### src/include/dbc_pkg.sv
/*
 * Shared constants and types for the DMA command decoder and byte counter.
 * Assumes a 100 MHz core clock and a 32-bit APB register port.
 */
package dbc_pkg;

	// ==========================================================
	// Register map (byte addresses)
	localparam logic [7:0] CMD_ADDR       = 8'h30;
	localparam logic [7:0] COUNTER_ADDR   = 8'h34;
	localparam logic [7:0] CTRL_ADDR      = 8'h3c;
	localparam logic [7:0] STATUS_ADDR    = 8'h40;
	localparam logic [7:0] TFDATA_ADDR    = 8'h44;

	// ==========================================================
	// Field positions and reset values
	localparam int CTRL_DIS_CNT_BIT     = 0;
	localparam int CTRL_BURST_LSB       = 16;
	localparam int STAT_GSTOP_BIT       = 0;
	localparam int STAT_TFDONE_BIT      = 1;
	localparam int STAT_BUSY_BIT        = 8;
	localparam int STAT_FCNT_LSB        = 16;
	localparam logic [31:0] COUNTER_RST = 32'h0000_0000;
	localparam logic [15:0] BURST_RST   = 16'h0000;

	// ==========================================================
	// Command codes
	localparam logic [7:0] CMD_GEN_IN   = 8'h00;
	localparam logic [7:0] CMD_GEN_OUT  = 8'h01;
	localparam logic [7:0] CMD_MW_IN    = 8'h06;
	localparam logic [7:0] CMD_MW_OUT   = 8'h07;
	localparam logic [7:0] CMD_CORE_RST = 8'h11;
	localparam logic [7:0] CMD_MW_STOP  = 8'h12;
	localparam logic [7:0] CMD_GEN_STOP = 8'h13;
	localparam logic [7:0] CMD_TF_FIRST = 8'h21;
	localparam logic [7:0] CMD_TF_LAST  = 8'h28;

	// ==========================================================
	// Timing
	localparam int CLK_MHZ      = 100;
	localparam int DRAIN_NS     = 60;  // Longest FIFO to buffer delay
	localparam int DRAIN_CYC    = (DRAIN_NS * CLK_MHZ) / 1000;
	localparam int RST_PULSE_NS = 40;  // Handshake glitch during core reset
	localparam int RST_CYC      = (RST_PULSE_NS * CLK_MHZ + 999) / 1000;
	localparam int PIO_NS       = 600; // Least task-file read strobe
	localparam int PIO_CYC      = (PIO_NS * CLK_MHZ + 999) / 1000;
	localparam int FIFO_DEPTH   = 8;

	// ==========================================================
	// Types
	typedef enum logic [2:0] {ST_IDLE, ST_XFER, ST_PIO, ST_CORE_RST} dbc_state_t;

	typedef struct packed {
		logic        psel;
		logic        penable;
		logic        pwrite;
		logic [7:0]  paddr;
		logic [31:0] pwdata;
	} dbc_apb_req_t;

	typedef struct packed {
		logic [31:0] prdata;
		logic        pready;
		logic        pslverr;
	} dbc_apb_rsp_t;

	typedef struct packed {
		logic        dreq;
		logic        dack_n;
		logic        diow_n;
		logic        dior_n;
	} dbc_hs_t;

	typedef struct packed {
		logic        wr;
		logic [63:0] data;
		logic [3:0]  cnt;
		logic        keep;
	} dbc_ep_t;

endpackage

### src/core/dbc_core.sv
/*
 * DMA command decoder, transfer byte counter and 8-byte IN FIFO drain.
 * Assumes APB from the system side; the strobe and data pins come from the
 * external DMA bus asynchronously and are synchronised here.
 */
`timescale 1ns/100ps

// Overview of operation
// An 8-bit command code written to the command register selects one action.
// Code 11h returns the whole DMA core to its power-on state.
// During core reset the handshake lines pulse asserted, then go idle.
// External controller waits until core reset ends before using handshake lines.
// Code 12h stops a multiword transfer at once; only for 06h/07h transfers.
// Code 13h stops a generic transfer; unmoved OUT data stays in buffer. Here EP.keep drops as soon as the stop ends the transfer.
// Generic stop flushes remaining IN FIFO bytes into the endpoint buffer.
// Completion of the generic stop sets a status bit.
// Generic stop during an OUT burst waits for the burst boundary.
// Codes 21h to 28h read one task-file register and flag completion.
// Reserved codes start nothing and change no core state.
// Four-byte counter at 34h holds the byte count for the next transfer.
// Counter shows bytes remaining, counting down as bytes move.
// With counting disabled the counter still decrements and wraps past zero.
// IN FIFO holds up to 8 bytes, moved to endpoint buffer within 60 ns.
// OUT endpoint buffer stays valid until the transfer has read it all.
module dbc_core (
	input  wire logic                  CLK,
	input  wire logic                  RST,
	input  wire dbc_pkg::dbc_apb_req_t APB_REQ,
	output dbc_pkg::dbc_apb_rsp_t      APB_RSP,
	input  wire logic                  BUS_STROBE,
	input  wire logic [15:0]           BUS_DATA,
	output dbc_pkg::dbc_hs_t           HS,
	output logic [9:0]                 TF_ADDR,
	output dbc_pkg::dbc_ep_t           EP
);
	import dbc_pkg::*;

	// ==========================================================
	// State
	typedef struct packed {
		dbc_state_t        state;
		logic [3:0]        rst_cnt;
		logic [6:0]        pio_cnt;
		logic [7:0]        cmd;
		logic [31:0]       count;
		logic              dis_cnt;
		logic [15:0]       burst_len;
		logic [15:0]       burst_pos;
		logic              stop_pend;
		logic              mw_mode;
		logic              dir_in;
		logic              gdone;
		logic              tfdone;
		logic [15:0]       tfdata;
		logic [9:0]        tfaddr;
		logic [7:0][7:0]   fifo;
		logic [3:0]        fcnt;
		logic [2:0]        age;
		logic [2:0]        stb_sync;
		logic              stb_stable;
		logic [15:0]       d1;
		logic [15:0]       d2;
		logic [15:0]       d3;
		dbc_apb_rsp_t      rsp;
		dbc_hs_t           hs;
		dbc_ep_t           ep;
	} dbc_regs_t;

	dbc_regs_t r;
	dbc_regs_t next_r;

	// Reset image, shared by RST and the core reset command
	// Synchronisers restart too, so a pin held high reads as an edge only in a transfer
	localparam dbc_regs_t RESET_VAL = '{
		state:      ST_IDLE,
		rst_cnt:    4'h0,
		pio_cnt:    7'h00,
		cmd:        8'h00,
		count:      COUNTER_RST,
		dis_cnt:    1'b0,
		burst_len:  BURST_RST,
		burst_pos:  16'h0000,
		stop_pend:  1'b0,
		mw_mode:    1'b0,
		dir_in:     1'b0,
		gdone:      1'b0,
		tfdone:     1'b0,
		tfdata:     16'h0000,
		tfaddr:     10'h000,
		fifo:       64'h0,
		fcnt:       4'h0,
		age:        3'h0,
		stb_sync:   3'h0,
		stb_stable: 1'b0,
		d1:         16'h0000,
		d2:         16'h0000,
		d3:         16'h0000,
		rsp:        '{prdata: 32'h0, pready: 1'b0, pslverr: 1'b0},
		hs:         '{dreq: 1'b0, dack_n: 1'b1, diow_n: 1'b1, dior_n: 1'b1},
		ep:         '{wr: 1'b0, data: 64'h0, cnt: 4'h0, keep: 1'b0}
	};

	// Task-file address for each single-register read code
	// Only the read codes reach this function; other codes never enter the PIO state
	function automatic logic [9:0] tf_addr_of(input logic [7:0] code);
		logic [9:0] a;
		a = 10'h000;
		unique case (code)
			8'h27:   a = 10'h3f6;
			8'h28:   a = 10'h3f7;
			default: a = 10'h1f0 + {6'h00, code[3:0]}; // 21h..26h map to 1F1h..1F6h
		endcase
		return a;
	endfunction

	// ==========================================================
	// Next-state logic
	always_comb begin
		logic        setup;
		logic        wr_acc;
		logic        byte_evt;
		logic        flush;
		logic        in_stop;
		logic [3:0]  base;
		logic [7:0]  code;
		logic        mapped;
		logic [31:0] rd;
		logic        core_rst;

		next_r   = r;
		setup    = 1'b0;
		wr_acc   = 1'b0;
		byte_evt = 1'b0;
		flush    = 1'b0;
		in_stop  = 1'b0;
		base     = 4'h0;
		code     = APB_REQ.pwdata[7:0];
		mapped   = 1'b0;
		rd       = 32'h0;
		core_rst = 1'b0;

		// Pin synchronisers: a change counts once stages two and three agree
		// The data pipe matches the strobe pipe, so the byte taken with a counted edge
		// is the one that stood on the pins when the strobe rose
		next_r.stb_sync = {r.stb_sync[1:0], BUS_STROBE};
		next_r.d1 = BUS_DATA;
		next_r.d2 = r.d1;
		next_r.d3 = r.d2;
		if (r.stb_sync[1] == r.stb_sync[2] && r.stb_sync[2] != r.stb_stable) begin
			next_r.stb_stable = r.stb_sync[2];
			byte_evt = r.stb_sync[2] && r.state == ST_XFER; // Rising edge moves one byte
		end

		// APB: answer in the access cycle that follows every setup cycle
		// Read data is captured at setup, so the access cycle shows a settled word
		// Unmapped offsets answer with an error and read as zero; writes there are dropped
		setup  = APB_REQ.psel && !APB_REQ.penable;
		wr_acc = APB_REQ.psel && APB_REQ.penable && r.rsp.pready && APB_REQ.pwrite;
		mapped = APB_REQ.paddr inside {CMD_ADDR, COUNTER_ADDR, CTRL_ADDR, STATUS_ADDR,
			TFDATA_ADDR};
		unique case (APB_REQ.paddr)
			CMD_ADDR:     rd = {24'h0, r.cmd};
			COUNTER_ADDR: rd = r.count;
			CTRL_ADDR:    rd = {r.burst_len, 15'h0, r.dis_cnt};
			STATUS_ADDR:  rd = {12'h0, r.fcnt, 7'h0, (r.state != ST_IDLE), 6'h0, r.tfdone,
				r.gdone};
			TFDATA_ADDR:  rd = {16'h0, r.tfdata};
			default:      rd = 32'h0;
		endcase
		next_r.rsp.pready  = setup;
		next_r.rsp.pslverr = setup && !mapped;
		if (setup) begin
			next_r.rsp.prdata = rd;
		end

		// Write-one-to-clear status; a set later in this process wins
		// Busy and FIFO level are live views and take no writes
		if (wr_acc && APB_REQ.paddr == STATUS_ADDR) begin
			if (APB_REQ.pwdata[STAT_GSTOP_BIT]) begin
				next_r.gdone = 1'b0;
			end
			if (APB_REQ.pwdata[STAT_TFDONE_BIT]) begin
				next_r.tfdone = 1'b0;
			end
		end
		if (wr_acc && APB_REQ.paddr == CTRL_ADDR) begin
			next_r.dis_cnt   = APB_REQ.pwdata[CTRL_DIS_CNT_BIT];
			next_r.burst_len = APB_REQ.pwdata[CTRL_BURST_LSB +: 16];
		end

		// Byte movement: counter and burst position
		// Counting goes on with counting disabled; only the end-of-transfer test is skipped
		if (byte_evt) begin
			next_r.count = r.count - 32'h1;
			if (r.burst_len != 16'h0) begin
				next_r.burst_pos = (r.burst_pos + 16'h1 == r.burst_len) ? 16'h0
					: r.burst_pos + 16'h1;
			end
			if (!r.dis_cnt && r.count == 32'h1) begin
				next_r.state = ST_IDLE;     // Counter ran out, transfer ends
			end
		end

		// Burst boundary reached with a generic OUT stop waiting; a transfer that the
		// counter ends first completes the stop as well, else a stale request would
		// cut the next transfer short at its first burst boundary
		if (r.stop_pend && (next_r.state != ST_XFER
			|| (byte_evt && next_r.burst_pos == 16'h0))) begin
			next_r.stop_pend = 1'b0;
			next_r.state     = ST_IDLE;
			next_r.gdone     = 1'b1;
		end

		// Command decode, one action per code
		// Start codes act only from idle; a code written mid-transfer is kept for read-back
		if (wr_acc && APB_REQ.paddr == CMD_ADDR) begin
			next_r.cmd = code;
			if (code == CMD_CORE_RST) begin
				// The access carrying this write still completes on the bus
				next_r         = RESET_VAL;
				core_rst       = 1'b1;
				next_r.cmd     = code;
				next_r.state   = ST_CORE_RST;
				next_r.rst_cnt = 4'(RST_CYC);
				next_r.rsp     = r.rsp;
				next_r.rsp.pready = 1'b0;
			end else if (code == CMD_MW_STOP) begin
				if (r.state == ST_XFER && r.mw_mode) begin
					next_r.state = ST_IDLE;
				end
			end else if (code == CMD_GEN_STOP) begin
				if (r.state == ST_XFER && !r.mw_mode && !r.dir_in && r.burst_len != 16'h0
					&& r.burst_pos != 16'h0) begin
					next_r.stop_pend = 1'b1;
				end else if (r.state != ST_XFER || !r.mw_mode) begin
					// Stop while idle still reports done, so no flag is ever lost
					if (r.state == ST_XFER) begin
						next_r.state = ST_IDLE;
					end
					in_stop      = r.dir_in;
					next_r.gdone = 1'b1;
				end
			end else if (r.state == ST_IDLE) begin
				if (code inside {CMD_GEN_IN, CMD_GEN_OUT, CMD_MW_IN, CMD_MW_OUT}) begin
					next_r.state     = ST_XFER;
					next_r.mw_mode   = code[2];
					next_r.dir_in    = !code[0];
					next_r.burst_pos = 16'h0;
				end else if (code >= CMD_TF_FIRST && code <= CMD_TF_LAST) begin
					next_r.state   = ST_PIO;
					next_r.tfaddr  = tf_addr_of(code);
					next_r.pio_cnt = 7'(PIO_CYC);
				end
			end
			// Reserved codes fall through with no effect on the core R11
		end

		// Counter write wins over a decrement in the same cycle
		// A write in mid-transfer simply restarts the count from the new value
		if (wr_acc && APB_REQ.paddr == COUNTER_ADDR) begin
			next_r.count = APB_REQ.pwdata;
		end

		// State sequencing; a core reset written this cycle overrides any count in flight
		unique case (core_rst ? ST_IDLE : r.state)
			ST_IDLE, ST_XFER: begin
			end
			ST_PIO: begin
				next_r.pio_cnt = r.pio_cnt - 7'h1;
				// Data taken on the last strobe cycle, once the pin pipe has settled
				if (r.pio_cnt == 7'h1) begin
					next_r.tfdata = r.d3;   // Data sampled at end of strobe R10
					next_r.tfdone = 1'b1;
					next_r.state  = ST_IDLE;
				end
			end
			ST_CORE_RST: begin
				next_r.rst_cnt = r.rst_cnt - 4'h1;
				// Handshake lines stay asserted for the whole count
				if (r.rst_cnt == 4'h1) begin
					next_r.state = ST_IDLE; // External side may start from here R04
				end
			end
		endcase

		// IN FIFO: drained whole, when full, when old or on generic stop
		// The age limit keeps every byte within the drain bound at this clock; a full
		// FIFO drains at once so a strobe already in the synchroniser still finds room
		next_r.ep.wr = 1'b0;
		flush = r.fcnt != 4'h0 && (r.fcnt == 4'(FIFO_DEPTH) || r.age == 3'(DRAIN_CYC - 1)
			|| in_stop);
		if (r.state == ST_CORE_RST || next_r.state == ST_CORE_RST) begin
			flush = 1'b0;
		end
		base = r.fcnt;
		if (flush) begin
			next_r.ep.wr   = 1'b1;
			next_r.ep.data = r.fifo;
			next_r.ep.cnt  = r.fcnt;
			base           = 4'h0;
			next_r.fcnt    = 4'h0;
			next_r.age     = 3'h0;
		end else if (r.fcnt != 4'h0) begin
			next_r.age = r.age + 3'h1;
		end
		if (byte_evt && r.dir_in && next_r.state != ST_CORE_RST) begin
			next_r.fifo[base[2:0]] = r.d3[7:0];
			next_r.fcnt            = base + 4'h1;
		end

		// Handshake outputs: pulsed asserted during core reset, else normal use
		if (next_r.state == ST_CORE_RST) begin
			next_r.hs = '{dreq: 1'b1, dack_n: 1'b0, diow_n: 1'b0, dior_n: 1'b0};
		end else begin
			// A pending generic stop keeps requesting, since the burst must reach its end
			// The request drops one byte early: a strobe in the synchroniser may still land
			next_r.hs.dreq   = next_r.state == ST_XFER && (r.dis_cnt || next_r.count != 32'h0)
				&& next_r.fcnt < 4'(FIFO_DEPTH - 1);
			next_r.hs.dack_n = 1'b1;
			next_r.hs.diow_n = 1'b1;
			next_r.hs.dior_n = next_r.state != ST_PIO;
		end

		// Endpoint buffer is kept while an OUT transfer may still read it
		// Held through a pending stop as well, since the burst still reads the buffer
		next_r.ep.keep = next_r.state == ST_XFER && !next_r.dir_in;
	end

	// ==========================================================
	// State register
	// One register for the whole image keeps pin reset and core reset identical
	always_ff @(posedge CLK or posedge RST) begin
		if (RST) begin
			r <= RESET_VAL;
		end else begin
			r <= next_r;
		end
	end

	// Outputs straight from the state flops
	// No path from a pin reaches a port within one cycle
	assign APB_RSP = r.rsp;
	assign HS      = r.hs;
	assign TF_ADDR = r.tfaddr;
	assign EP      = r.ep;

endmodule

### config.mk
export PLATFORM = sky130hd
export DESIGN_NAME = dbc_core
export DESIGN_NICKNAME = d
export VERILOG_FILES = /design/src/include/dbc_pkg.sv /design/src/core/dbc_core.sv
export SDC_FILE = /design/constraint.sdc
export NUM_CORES = 1
export LEC_CHECK = 0
export ABC_AREA = 1
export BUFFER_PORTS_ARGS = -buffer_cell sky130_fd_sc_hd__buf_2
export CORE_MARGIN = 3
export CORE_UTILIZATION = 59
export DETAILED_ROUTE_END_ITERATION = 10
export PLACE_DENSITY = 0.86
export SYNTH_ARGS = -nofsm -noshare
export SYNTH_HDL_FRONTEND = slang
export SYNTH_SLANG_ARGS = --single-unit
### constraint.sdc
create_clock -name CLK -period 24.3 [get_ports CLK]
set_input_delay 4.86 -clock CLK [delete_from_list [all_inputs] [get_ports CLK]]
set_output_delay 4.86 -clock CLK [all_outputs]
set_load 0.05 [all_outputs]
# ---- Word-level counts from Yosys, hierarchy flattened
# Index checks and enable logic that the tools add are counted.
# Widths: inputs -> output; s select.
dict set report word_totals {
  regBits 349
  latchBits 0
  ram_bits 0
  mem_bits_ro 0
  out_inout_bits 118
  wordCells 245
  n_memories 0
}
dict set report classes {
  n_addsub 7
  n_mul 0
  div_mod_pow 0
  order_cmp 5
  eq_ne 38
  shift 0
  mux 86
  n_bitwise 0
  reduce_logical 68
}
# cell count
set ops {}
lappend ops {{$mux 349} 1}
lappend ops {{$mux 231} 1}
lappend ops {{$pmux 32 s5} 1}
lappend ops {{$mux 16} 6}
lappend ops {{$mux 32} 3}
lappend ops {{$mux 69} 1}
lappend ops {{$mux 17} 4}
lappend ops {{$mux 68} 1}
lappend ops {{$bwmux 64} 1}
lappend ops {{$mux 10} 6}
lappend ops {{$mux 3} 18}
lappend ops {{$mux 49} 1}
lappend ops {{$mux 7} 7}
lappend ops {{$eq 8x6->1 const B} 5}
lappend ops {{$mux 20} 2}
lappend ops {{$eq 32x1->1 const B} 1}
lappend ops {{$reduce_bool 16->1} 2}
lappend ops {{$reduce_bool 32->1} 1}
lappend ops {{$sub 32x1->32 const B} 1}
lappend ops {{$logic_and 1x1->1} 27}
lappend ops {{$demux 8 s3} 1}
lappend ops {{$eq 8x5->1 const B} 3}
lappend ops {{$mux 1} 20}
lappend ops {{$mux 4} 5}
lappend ops {{other kinds (42)} 85}

# ---- Depth between registers and ports, before layout
# Gate-level depths: netlist of run 1.
dict set report logic_depth {
  ltp_word 32
  depth_mapped 30
}

# ---- Worst setup path before layout of run 1
# No wires, ideal clock.
dict set report synth_timing {
  path_kind {in2reg}
  from {input port APB_REQ[33] in the netlist's numbering}
  to {register r[181] in the netlist's numbering}
  setup_time_ps 124
  arrival_time_ps 7206
  required_time_ps 24176
  setup_slack_ps 16971
  cell_stages 21
  path_buffers 1
  path_cell_list {nor2_1 -> inv_1 -> nor3_1 -> nand2_1 -> nor2_1 -> inv_1 -> nor2_1 -> nor2_1 -> nand2_1 -> nor2_1 -> inv_1 -> o21ai_1 -> nand3_1 -> nor2_1 -> nand3_4 -> nand2_4 -> inv_6 -> nand4_4 -> buf_6 -> nand3_2 -> o21ai_2}
}
# element line
set synth_lines {}
lappend synth_lines {{from (decl)} dbc_core.sv:28} ;# input wire dbc_pkg::dbc_apb_req_t APB_REQ,
lappend synth_lines {{to (signal assigned)} dbc_core.sv:336} ;# r <= next_r;
lappend synth_lines {{to (decl)} dbc_core.sv:69} ;# dbc_regs_t r;

==> results.md, run 1 <==
* Largest family of logic cells by synthesized area: simple AND/OR/NAND/NOR gates
* Most common cell after layout, fill and taps aside: nand2_1
* Crit path max fanout at 85
* Switching Fraction at 0.250
* Routed Antenna Nets at 0
* Drt first pass iters at 6
* GRT overflow at 0
* Register bit total from synthesis at between 300 and 400
* Placer Congestion at 0.970
* Wirelength per Cell at approximately 18 µm
* RSZ-0062 raised after global routing: false
* Internal power at approximately 970 µW
* Post-synth EDFFs at 0
* Worst slew margin at 0.167
* I/O Buffers at 179
* Full die area at 30800 µm²
* Net Switching at 323 µW
* Status: finished, final reports clean
* Sequential share of power at 0.464
* CP Data Required Time at ~25 ns
* Fin crit period at 9.30 ns
* Core Box Area at ~28000 µm²
* # setup viols final at 0
* WP buf/inv at 5
* Power Dens Cells at 70.0 nW/µm²
* Leak at 9.74 nW
* Maxcap violations at 0
* HPWL after detailed placement at between 30000 and 40000 µm
* Clock-pin slew on the worst setup and hold paths at 0.06 ns
* Most frequent cells in the layout: nand2_1, dfrtp_1, nand3_1
* Max VDD drop at approximately 0.041 mV
* CP max stage cell: buf_4
* Post-synthesis mux area share at 0.000664
* Post-CTS sizing at 0
* Final Net Count at 2150
* CTS tree: done
* Largest net degree at the start of global routing at 146
* HP Class: reg2reg
* Routed wire length at 43500 µm
* Unique masters post-synth at 52
* Final Hold Fails at 0
* Power share of the clock group at 0.446
* Sequential area share after synthesis at 0.508
* Post-synthesis compound-gate area fraction at 0.0931
* F_max at 107 MHz
* Top_reg_cell synth: dfrtp_1
* CTS buffer count at 36
* Worst setup margin at 15.00 ns
* Ys Warns at 0
* H-tree levels at 2
* Hold-fix buffers, CTS at 0
* Layout Cells excl Fill at 2483
* Number of global-route vias before repair at ~13k
* I/O Pins at between 150 and 200
* Inserted Diodes at 0
* Clk Latency, worst-skew pair at 0.53 ns
* Crit Path Class: in2reg
* Cell Chain, Critical Path: buf_2 -> nor2_1 -> nand2_1 -> nor2_1 -> inv_1 -> nor3_1 -> inv_1 -> nor2_4 -> buf_4 -> nor2_1 -> clkinv_1 -> o21ai_0 -> nor4_1 -> nand2_1 -> nor3_1 -> nand4_1 -> nand3_1 -> nor2_1 -> nand2_1 -> nand2_1
* Post-Synth XOR/XNOR Area at 0.0155
* Final Max Tran Viols at 0
* Avg Vias per Cell at 5.68
* Clk root buf: clkbuf_16
* Reg-to-reg setup timing slack at 19.25 ns
* Layout area overhead at 8.76%
* Pre-CTS setup slack at ~15 ns
* Critical Path Sink Type: flip-flop
* Crit start category: input pin
* Share of cells above drive strength 1 at 0.144
* Initial core utilization at 0.604
* Fin Setup TNS at 0 ns
* Initial antenna violation count at 1
* Syn nets at 2118
* Clk buf depth at 3
* First DRT Iteration DRCs at 1523
* Cell family contributing the most delay on the critical path: simple AND/OR/NAND/NOR gates
* FP Rows at 61
* DRC at 0
* Post-synth ARST share at 1.00
* Post-Syn Area at 17000 µm²
* Slew @ Worst Pin at 1.24 ns
* Synth Instances at 2045
* Final worst-path cycle share at 0.383
* Clock Sinks at 344
* Synth Area in Simple Gates at 0.253
* Synth Area in Adders at 0.00811
* First-pass GRT wire length at 70000 µm
* Comb power frac at 0.089
* Crit-path max cell delay at 0.68 ns
* Syn Area/Cell at 8.30 µm²
* Total GRT Usage at 0.280
* Die span in y at 176 µm
* Post-CTS setup buffers at 0
* Vias at between 10k and 15k
* Placed cells at 2417
* Clock Skew at approximately 0.020 ns
* DIE WIDTH at 176 µm
* Final Power at 1.29 mW
* WP data arrival at 9.70 ns
==> final timing paths <==
| check | start | end | cells after the start |
|---|---|---|---|
| min in group asynchronous | RST | r[146]$_DFF_PP0_ | 2 |
| max in group asynchronous | RST | APB_RSP[33]$_DFFE_PP0N_ | 4 |
| worst min-delay path | r[157]$_DFF_PP0_ | r[158]$_DFF_PP0_ | 2 |
| worst max-delay path | APB_REQ[6] | HS[3]$_DFF_PP0_ | 20 |
| worst min register to register | r[157]$_DFF_PP0_ | r[158]$_DFF_PP0_ | 2 |
| worst max register to register | APB_RSP[1]$_DFF_PP0_ | HS[3]$_DFF_PP0_ | 16 |
==> sequential cells by signal (all words and copies together) (netlist names) <==
name     flops
APB_RSP     34
r          231
EP          70
HS           3
TF_ADDR      6
==> power by group through the flow <==
stage | registers (mW) | clock network (mW) | logic, mW
global route | 0.602 | 0.606 | 0.129
finish | 0.600 | 0.577 | 0.116
detailed placement | 0.610 | 0 | 0.115
CTS | 0.600 | 0.582 | 0.116
floorplan | 0.607 | 0 | 0.0913
global placement | 0.609 | 0 | 0.111
==> area by class of cell <==
cell class                      instances  area, µm²
Clock inverter                         15        233
Fill cell                            2304       9630
Timing Repair Buffer                  190        978
Sequential cell                       344       8610
Inverter                              219        837
Clock buffer                           51       1020
Multi-Input combinational cell       1286       6300
Tap cell                              378        473
==> cells in the mapped netlist (all sizes together) (7+ instances only) <==
cell	n	area (µm²)
nand2	468	1800
dfrtp	342	8560
nand3	226	1210
nor2	217	871
inv	215	812
o21ai	147	792
buf	141	1030
clkbuf	55	206
a21oi	36	180
xor2	25	219
nand4	24	165
nor3	21	110
o22ai	21	131
a211oi	17	128
nor4	17	106
o31ai	12	90.1
ha	11	138
a22o	7	61.3
==> metrics by stage <==
stage	utilization	hold WS [ns]	instance area, µm²
global placement	0.612	0.450	17200
CTS	0.657	0.469	18500
detailed placement	0.612	0.458	17200
finish	0.657	0.452	18500
floorplan	-	0.443	17000
global route	0.657	0.481	18500
==> logic make-up (layout without fill, tap and decap cells) <==
logic type	after synthesis	in the layout
AO/OA/AOI/OAI	265	265
XOR/XNOR	30	30
buffers and inverters	415	475
adder cells (fa/ha/maj)	11	11
AND/OR/NAND/NOR	979	979
multiplexers	1	1
flip-flops	344	344
==> worst register-to-register path, delay by kind of cell (launching register included) <==
kind            cells  cell delay, ns
simple gates       12            2.71
flops               1            0.34
buf+inv             3            1.67
compound gates      1            0.23
==> per-layer routing <==
metal,share of wire,GRT usage
met1,0.42,0.395
met2,0.46,0.442
met3,0.097,0.0584
met4,0.031,0.0861
met5,0.00016,0
Note: power is estimated with default switching activity, not from simulation.
==> run 2, diff against run 1 <==
- clock period: 24.3 -> 9.67 ns (I/O delays scaled with it)
==> run 2 against run 1 <==
Compared with the run above: first-iteration DRC count increased by 17%; clock skew increased by 0.0022 ns; cell count about the same; global-route usage increased by 0.13 points; sequential share of layout area about the same; core utilization about the same; critical endpoint is now r[175]$_DFF_PP0_; largest cell class unchanged.
==> results.md, run 2 (same netlist as run 1, synthesis figures left out) <==
* Power share of the clock group at 0.448 (+0.002)
* Final Net Count at 2151 (+0.047%)
* Max VDD drop at 0.123 mV (+200%)
* Most frequent cells in the layout: nand2_1, dfrtp_1, nand3_1
* CTS tree: done
* Critical Path Sink Type: flip-flop
* Worst R2R Start: APB_RSP[1]$_DFF_PP0_
* Fin Setup TNS at 0 ns (unchanged)
* Max reg flops at 231 (unchanged)
* Routed wire length at 43900 µm (+0.82%)
* Final Hold Fails at 0 (unchanged)
* HPWL after detailed placement at 30600 µm (+0.85%)
* RSZ-0062 raised after global routing: false
* Clk root buf: clkbuf_16
* Setup crit start: APB_REQ[33]
* Final worst-path cycle share at 0.612
* # setup viols final at 0 (unchanged)
* HP Start: r[124]$_DFF_PP0_
* DIE WIDTH at 176 µm (unchanged)
* Biggest register: r
* Total GRT Usage at 0.282 (+0.00133)
* Comb power frac at 0.089 (about the same)
* Most common cell after layout, fill and taps aside: nand2_1
* Crit-path max cell delay at 0.70 ns (+0.02 ns)
* Crit Path Class: in2reg
* Power Dens Cells at 177 nW/µm² (+150%)
* I/O Buffers at 179 (unchanged)
* Worst slew margin at 0.197 (+0.0302)
* Pre-CTS setup slack at 3.37 ns (-11.28 ns)
* DRC at 0 (unchanged)
* Inserted Diodes at 0 (unchanged)
* Worst setup margin at 3.75 ns (-11.25 ns)
* Hold_ws at 0.465 ns (+0.0125 ns)
* Initial antenna violation count at 0 (-1)
* Die span in y at 176 µm (unchanged)
* Core Box Area at 28100 µm² (unchanged)
* HP Class: reg2reg
* Leak at 9.74 nW (about the same)
* Layout area overhead at 8.78% (about the same)
* Clk buf depth at 3 (unchanged)
* Vias at 14.1k (+0.36%)
* Hold-fix buffers, CTS at 0 (unchanged)
* Routed Antenna Nets at 0 (unchanged)
* First DRT Iteration DRCs at 1777 (+17%)
* Final Max Tran Viols at 0 (unchanged)
* Fillcell total at 2311 (+0.30%)
* Post-CTS setup buffers at 0 (unchanged)
* WP data arrival at 6.31 ns (-3.39 ns)
* Maxcap violations at 0 (unchanged)
* Drt first pass iters at 8 (+2)
* Post-CTS sizing at 0 (unchanged)
* Fin crit period at about 5.9 ns
* CP max stage cell: buf_4
* I/O Pins at 180 (unchanged)
* Design area at 18500 µm² (about the same)
* Initial core utilization at 0.604 (unchanged)
* Clock-pin slew on the worst setup and hold paths at 0.06 ns (about the same)
* Largest net degree at the start of global routing at 91 (-38%)
* Avg Vias per Cell at 5.70 (+0.44%)
* Sequential share of power at 0.463 (about the same)
* Cell Chain, Critical Path: buf_2 -> nor2_1 -> inv_1 -> nor3_1 -> nand2_1 -> nor2_1 -> inv_1 -> nor2_4 -> buf_4 -> nor2_1 -> nand2_1 -> nor2_1 -> inv_1 -> o21ai_1 -> inv_1 -> a41oi_1 -> nand3_4 -> nand2_4 -> inv_6 -> nand4_4 -> nand3_1 -> o21ai_2
* Placer Congestion at 0.954 (-1.7%)
* Crit start category: input pin
* Register area at 8610 µm² (unchanged)
* Full die area at 30800 µm² (unchanged)
* GRT overflow at 0 (unchanged)
* Multi-input logic area at 6300 µm² (unchanged)
* Cell family contributing the most delay on the critical path: simple AND/OR/NAND/NOR gates
* Status: finished, final reports clean
* CP Data Required Time at 10.06 ns (-14.64 ns)
* Slew @ Worst Pin at 1.20 ns (-0.0452 ns)
* Crit path max fanout at 83 (-2.4%)
* Wirelength per Cell at 17.7 µm (+0.90%)
* Net Switching at 817 µW (+150%)
* Switching Fraction at 0.251 (+0.000764)
* F_max at 169 MHz
* DP Area at 17200 µm² (about the same)
* Clk Latency, worst-skew pair at 0.54 ns (about the same)
* Clock Sinks at 344 (unchanged)
* Internal power at 2.44 mW (+150%)
* WP buf/inv at 7 (+2)
* Clock Skew at 0.0220 ns (+0.00217 ns)
* H-tree levels at 2 (unchanged)
* FP Rows at 61 (unchanged)
* CTS buffer count at 36 (unchanged)
* First-pass GRT wire length at 70000 µm (about the same)
* Share of cells above drive strength 1 at 0.146 (+0.00156)
* Number of global-route vias before repair at 13.4k (-0.39%)
[run 2: metrics by stage]
stage / power, mW / utilization / instances
6_report: 3.26 / 0.657 / 2481
5_1_grt: 3.37 / 0.657 / 2481
4_1_cts: 3.27 / 0.657 / 2481
3_5_place_dp: 1.82 / 0.613 / 2418
3_3_place_gp: 1.81 / 0.613 / 2418
2_1_floorplan: 1.75 / - / 2045
[run 2: worst reg2reg max path, stage by stage, from the launching register on]
cell	delay, ns
dfrtp_1	0.38
nand4_1	0.24
nor2_1	0.20
inv_1	0.52
nor2_4	0.10
buf_4	0.41
nor2_1	0.24
nand2_1	0.09
nor2_1	0.56
inv_1	0.28
o21ai_1	0.25
inv_1	0.08
a41oi_1	0.29
nand3_4	0.17
nand2_4	0.21
inv_6	0.10
nand4_4	0.22
nand3_1	0.15
o21ai_2	0.09
[run 2: metal layers]
metal,global-route usage,share of wire,vias to the layer above
met5,0,0,-
met1,0.396,0.41,6713
met3,0.0590,0.10,115
met4,0.100,0.037,0
met2,0.437,0.45,733
li1,-,-,6584
[run 2: final timing paths]
path                                    end  slack (ns)  cells past startpoint
max                        r[175]$_DFF_PP0_        3.75                     22
min                        r[108]$_DFF_PP0_        0.46                      2
max reg2reg                r[175]$_DFF_PP0_        5.03                     18
min reg2reg                r[108]$_DFF_PP0_        0.46                      2
max in group asynchronous  r[170]$_DFF_PP0_        6.00                      4
min in group asynchronous  r[245]$_DFF_PP0_        1.39                      2
[run 2: layout make-up]
cell class	count	share of cell area
flip-flops and latches	344	0.467
multi-input cells	1286	0.342
clock buffers	44	0.0526
inverters	219	0.0452
clock inverters	19	0.0151
repair buffers	191	0.0534
well taps	378	0.0256
[run 2: power by group through the flow]
stage               registers [mW]  logic, mW  clock network [mW]
floorplan                     1.53      0.230                   0
global placement              1.53      0.280                   0
detailed placement            1.53      0.289                   0
CTS                           1.51      0.291                1.47
global route                  1.51      0.327                1.54
finish                        1.51      0.291                1.46
==> run 3, diff against run 2 <==
- CORE_UTILIZATION: 59 -> 54
- PLACE_DENSITY: 0.86 -> 0.83
- clock period: 9.67 -> 5 ns (I/O delays scaled with it)
==> run 3 against run 2 <==
Compared with the run above: power increased by 93%; register-to-register slack got worse by 4.2 ns; clock skew increased by 0.0012 ns; cell count increased by 1.0%; design area increased by 0.44%; largest cell class unchanged; wire length decreased by 0.78%; non-clock buffer count increased by 5; core utilization decreased by 5.4 points.
==> results.md, run 3 (same netlist as run 1, synthesis figures left out) <==
* H-tree levels at 2 (unchanged)
* Initial core utilization at 0.552 (-0.0523)
* Slew @ Worst Pin at 1.21 ns (+0.0105 ns)
* Cell Chain, Critical Path: buf_2 -> nor2_1 -> nand2_1 -> nor2_1 -> inv_1 -> nor3_1 -> inv_1 -> nor2_4 -> buf_4 -> nor2_1 -> nand3_2 -> buf_4 -> nand2_1 -> nor2_1 -> nand3_4 -> nand3_1 -> o21ai_1
* Placer Congestion at 0.942 (-1.2%)
* Final Hold Fails at 0 (unchanged)
* Crit path max fanout at 59 (-29%)
* Number of global-route vias before repair at 13.5k (+1.0%)
* Routed wire length at 43600 µm (-0.78%)
* Vias at 14.0k (-1.2%)
* Crit-path max cell delay at 0.50 ns (-0.20 ns)
* Crit start category: input pin
* Final Net Count at 2156 (+0.23%)
* Most common cell after layout, fill and taps aside: nand2_1
* First DRT Iteration DRCs at 1451 (-18%)
* Post-CTS sizing at 0 (unchanged)
* # setup viols final at 0 (unchanged)
* CP max stage cell: buf_4
* GRT overflow at 0 (unchanged)
* Final Power at 6.27 mW (+93%)
* Layout Cells excl Fill at 2506 (+1.0%)
* Power share of the clock group at 0.446 (-0.002)
* Critical Path Sink Type: flip-flop
* Hold endpoint: r[136]$_DFF_PP0_
* Worst R2R Path Depth at 17 (-1)
* FP Rows at 64 (+4.9%)
* Share of cells above drive strength 1 at 0.146 (+0.000465)
* I/O Pins at 180 (unchanged)
* HP Start: r[152]$_DFF_PP0_
* Net Switching at 1.56 mW (+91%)
* Hold_ws at 0.467 ns (+0.00205 ns)
* Cell family contributing the most delay on the critical path: simple AND/OR/NAND/NOR gates
* Max reg flops at 231 (unchanged)
* Clk buf depth at 3 (unchanged)
* CTS tree: done
* Routed Antenna Nets at 0 (unchanged)
* Clock Sinks at 344 (unchanged)
* Max VDD drop at 0.279 mV (+130%)
* WHS Path Cells at 2 (unchanged)
* Final Max Tran Viols at 0 (unchanged)
* Final worst-path cycle share at 0.855
* Placed cells at 2441 (+0.95%)
* Clock-pin slew on the worst setup and hold paths at 0.06 ns (about the same)
* CP Data Required Time at 5.40 ns (-4.66 ns)
* Fillcell total at 2687 (+16%)
* DIE WIDTH at 183 µm (+4.4%)
* HP Class: reg2reg
* Total GRT Usage at 0.261 (-0.0206)
* Avg Vias per Cell at 5.58 (-2.2%)
* Initial antenna violation count at 0 (unchanged)
* DRC at 0 (unchanged)
* Biggest register: r
* RSZ-0062 raised after global routing: false
* Clk root buf: clkbuf_16
* Reg-to-reg setup timing slack at 0.87 ns (-4.16 ns)
* WP data arrival at 4.67 ns (-1.64 ns)
* Clock Skew at 0.0232 ns (+0.00122 ns)
* Fin crit period at 4.28 ns
* Inserted Diodes at 0 (unchanged)
* Wirelength per Cell at 17.4 µm (-1.8%)
* Fin Setup TNS at 0 ns (unchanged)
* I/O Buffers at 179 (unchanged)
* Sequential share of power at 0.465 (+0.002)
* Hold-fix buffers, CTS at 0 (unchanged)
* WP buf/inv at 5 (-2)
* Clk Latency, worst-skew pair at 0.54 ns (about the same)
* First-pass GRT wire length at 70700 µm (+0.91%)
* Maxcap violations at 0 (unchanged)
* R2r endpoint: HS[3]$_DFF_PP0_
* Largest net degree at the start of global routing at 132 (+45%)
* Core Box Area at 30700 µm² (+9.5%)
* Post-CTS setup buffers at 0 (unchanged)
* Worst slew margin at 0.190 (-0.00705)
* Worst R2R Start: r[348]$_DFF_PP0_
* Worst setup margin at 0.725 ns (-3.03 ns)
* Full die area at 33600 µm² (+8.9%)
* Crit Path Class: in2reg
* Drt first pass iters at 5 (-3)
* Internal power at 4.71 mW (+93%)
* HPWL after detailed placement at 31100 µm (+1.8%)
* Pre-CTS setup slack at 0.268 ns (-3.10 ns)
* Crit-path most repeated cell: nor2_1
* CTS buffer count at 36 (unchanged)
* Comb power frac at 0.090 (about the same)
* Layout area overhead at 9.25%
* Leak at 9.77 nW (+0.25%)
* F_max at between 200 and 250 MHz
* Status: finished, final reports clean
* Die span in y at 183 µm (+4.4%)
* Switching Fraction at 0.249 (-0.00156)
* Most frequent cells in the layout: nand2_1, dfrtp_1, nand3_1
* Power Dens Cells at 339 nW/µm² (+92%)
run 3: changes by cell type in the layout (fill, tap and decap cells not counted), sizes merged:
cell,previous run,this run
clkinv,14,10
bufinv,6,5
clkbuf,44,51
buf,191,196
run 3: worst max-delay path by stage:
stage	start	to	slack, ns	cells after the start
after floorplan	RST	APB_RSP[0]$_DFFE_PP0N_	-0.60	1
after global placement	APB_REQ[6]	r[197]$_DFF_PP0_	0.41	17
after detailed placement	APB_REQ[6]	r[193]$_DFF_PP0_	0.27	17
after CTS	APB_REQ[6]	r[195]$_DFF_PP0_	0.77	17
after global routing	APB_REQ[6]	r[191]$_DFF_PP0_	0.22	17
final	APB_REQ[6]	r[191]$_DFF_PP0_	0.72	17
run 3: tightest hold or removal path, delay by kind of cell, from the launching register on:
kind | cells | cell delay (ns)
flip-flops | 1 | 0.35
buffers and inverters | 1 | 0.05
AND/OR/NAND/NOR | 1 | 0.03
run 3: routing by layer:
metal  global-route usage  vias up  routed length, µm  share of wire
met5                    0        -                  0              0
met4               0.0689        0               1080          0.025
met3               0.0601       77               3830          0.088
met2                0.413      621              20000           0.46
met1                0.367     6659              18700           0.43
li1                     -     6619                  -              -
run 3: final cells by class:
class                   instances  area (µm²)  area share
clock buffers                  51        1020      0.0549
clock inverters                14         228      0.0123
flip-flops and latches        344        8610       0.465
inverters                     219         833      0.0450
well taps                     396         495      0.0267
repair buffers                196        1050      0.0566
multi-input cells            1286        6300       0.340
run 3: stage by stage:
step,util,instance area (µm²)
after floorplan,-,17000
after global placement,0.562,17300
after detailed placement,0.562,17300
after CTS,0.603,18500
after global routing,0.603,18500
final,0.603,18500
run 3: power groups by stage:
| stage | registers (mW) | clock network, mW | logic (mW) |
|---|---|---|---|
| 6_report | 2.92 | 2.80 | 0.562 |
| 5_1_grt | 2.92 | 2.97 | 0.630 |
| 4_1_cts | 2.91 | 2.84 | 0.563 |
| 3_5_place_dp | 2.96 | 0 | 0.557 |
| 3_3_place_gp | 2.96 | 0 | 0.546 |
| 2_1_floorplan | 2.95 | 0 | 0.444 |
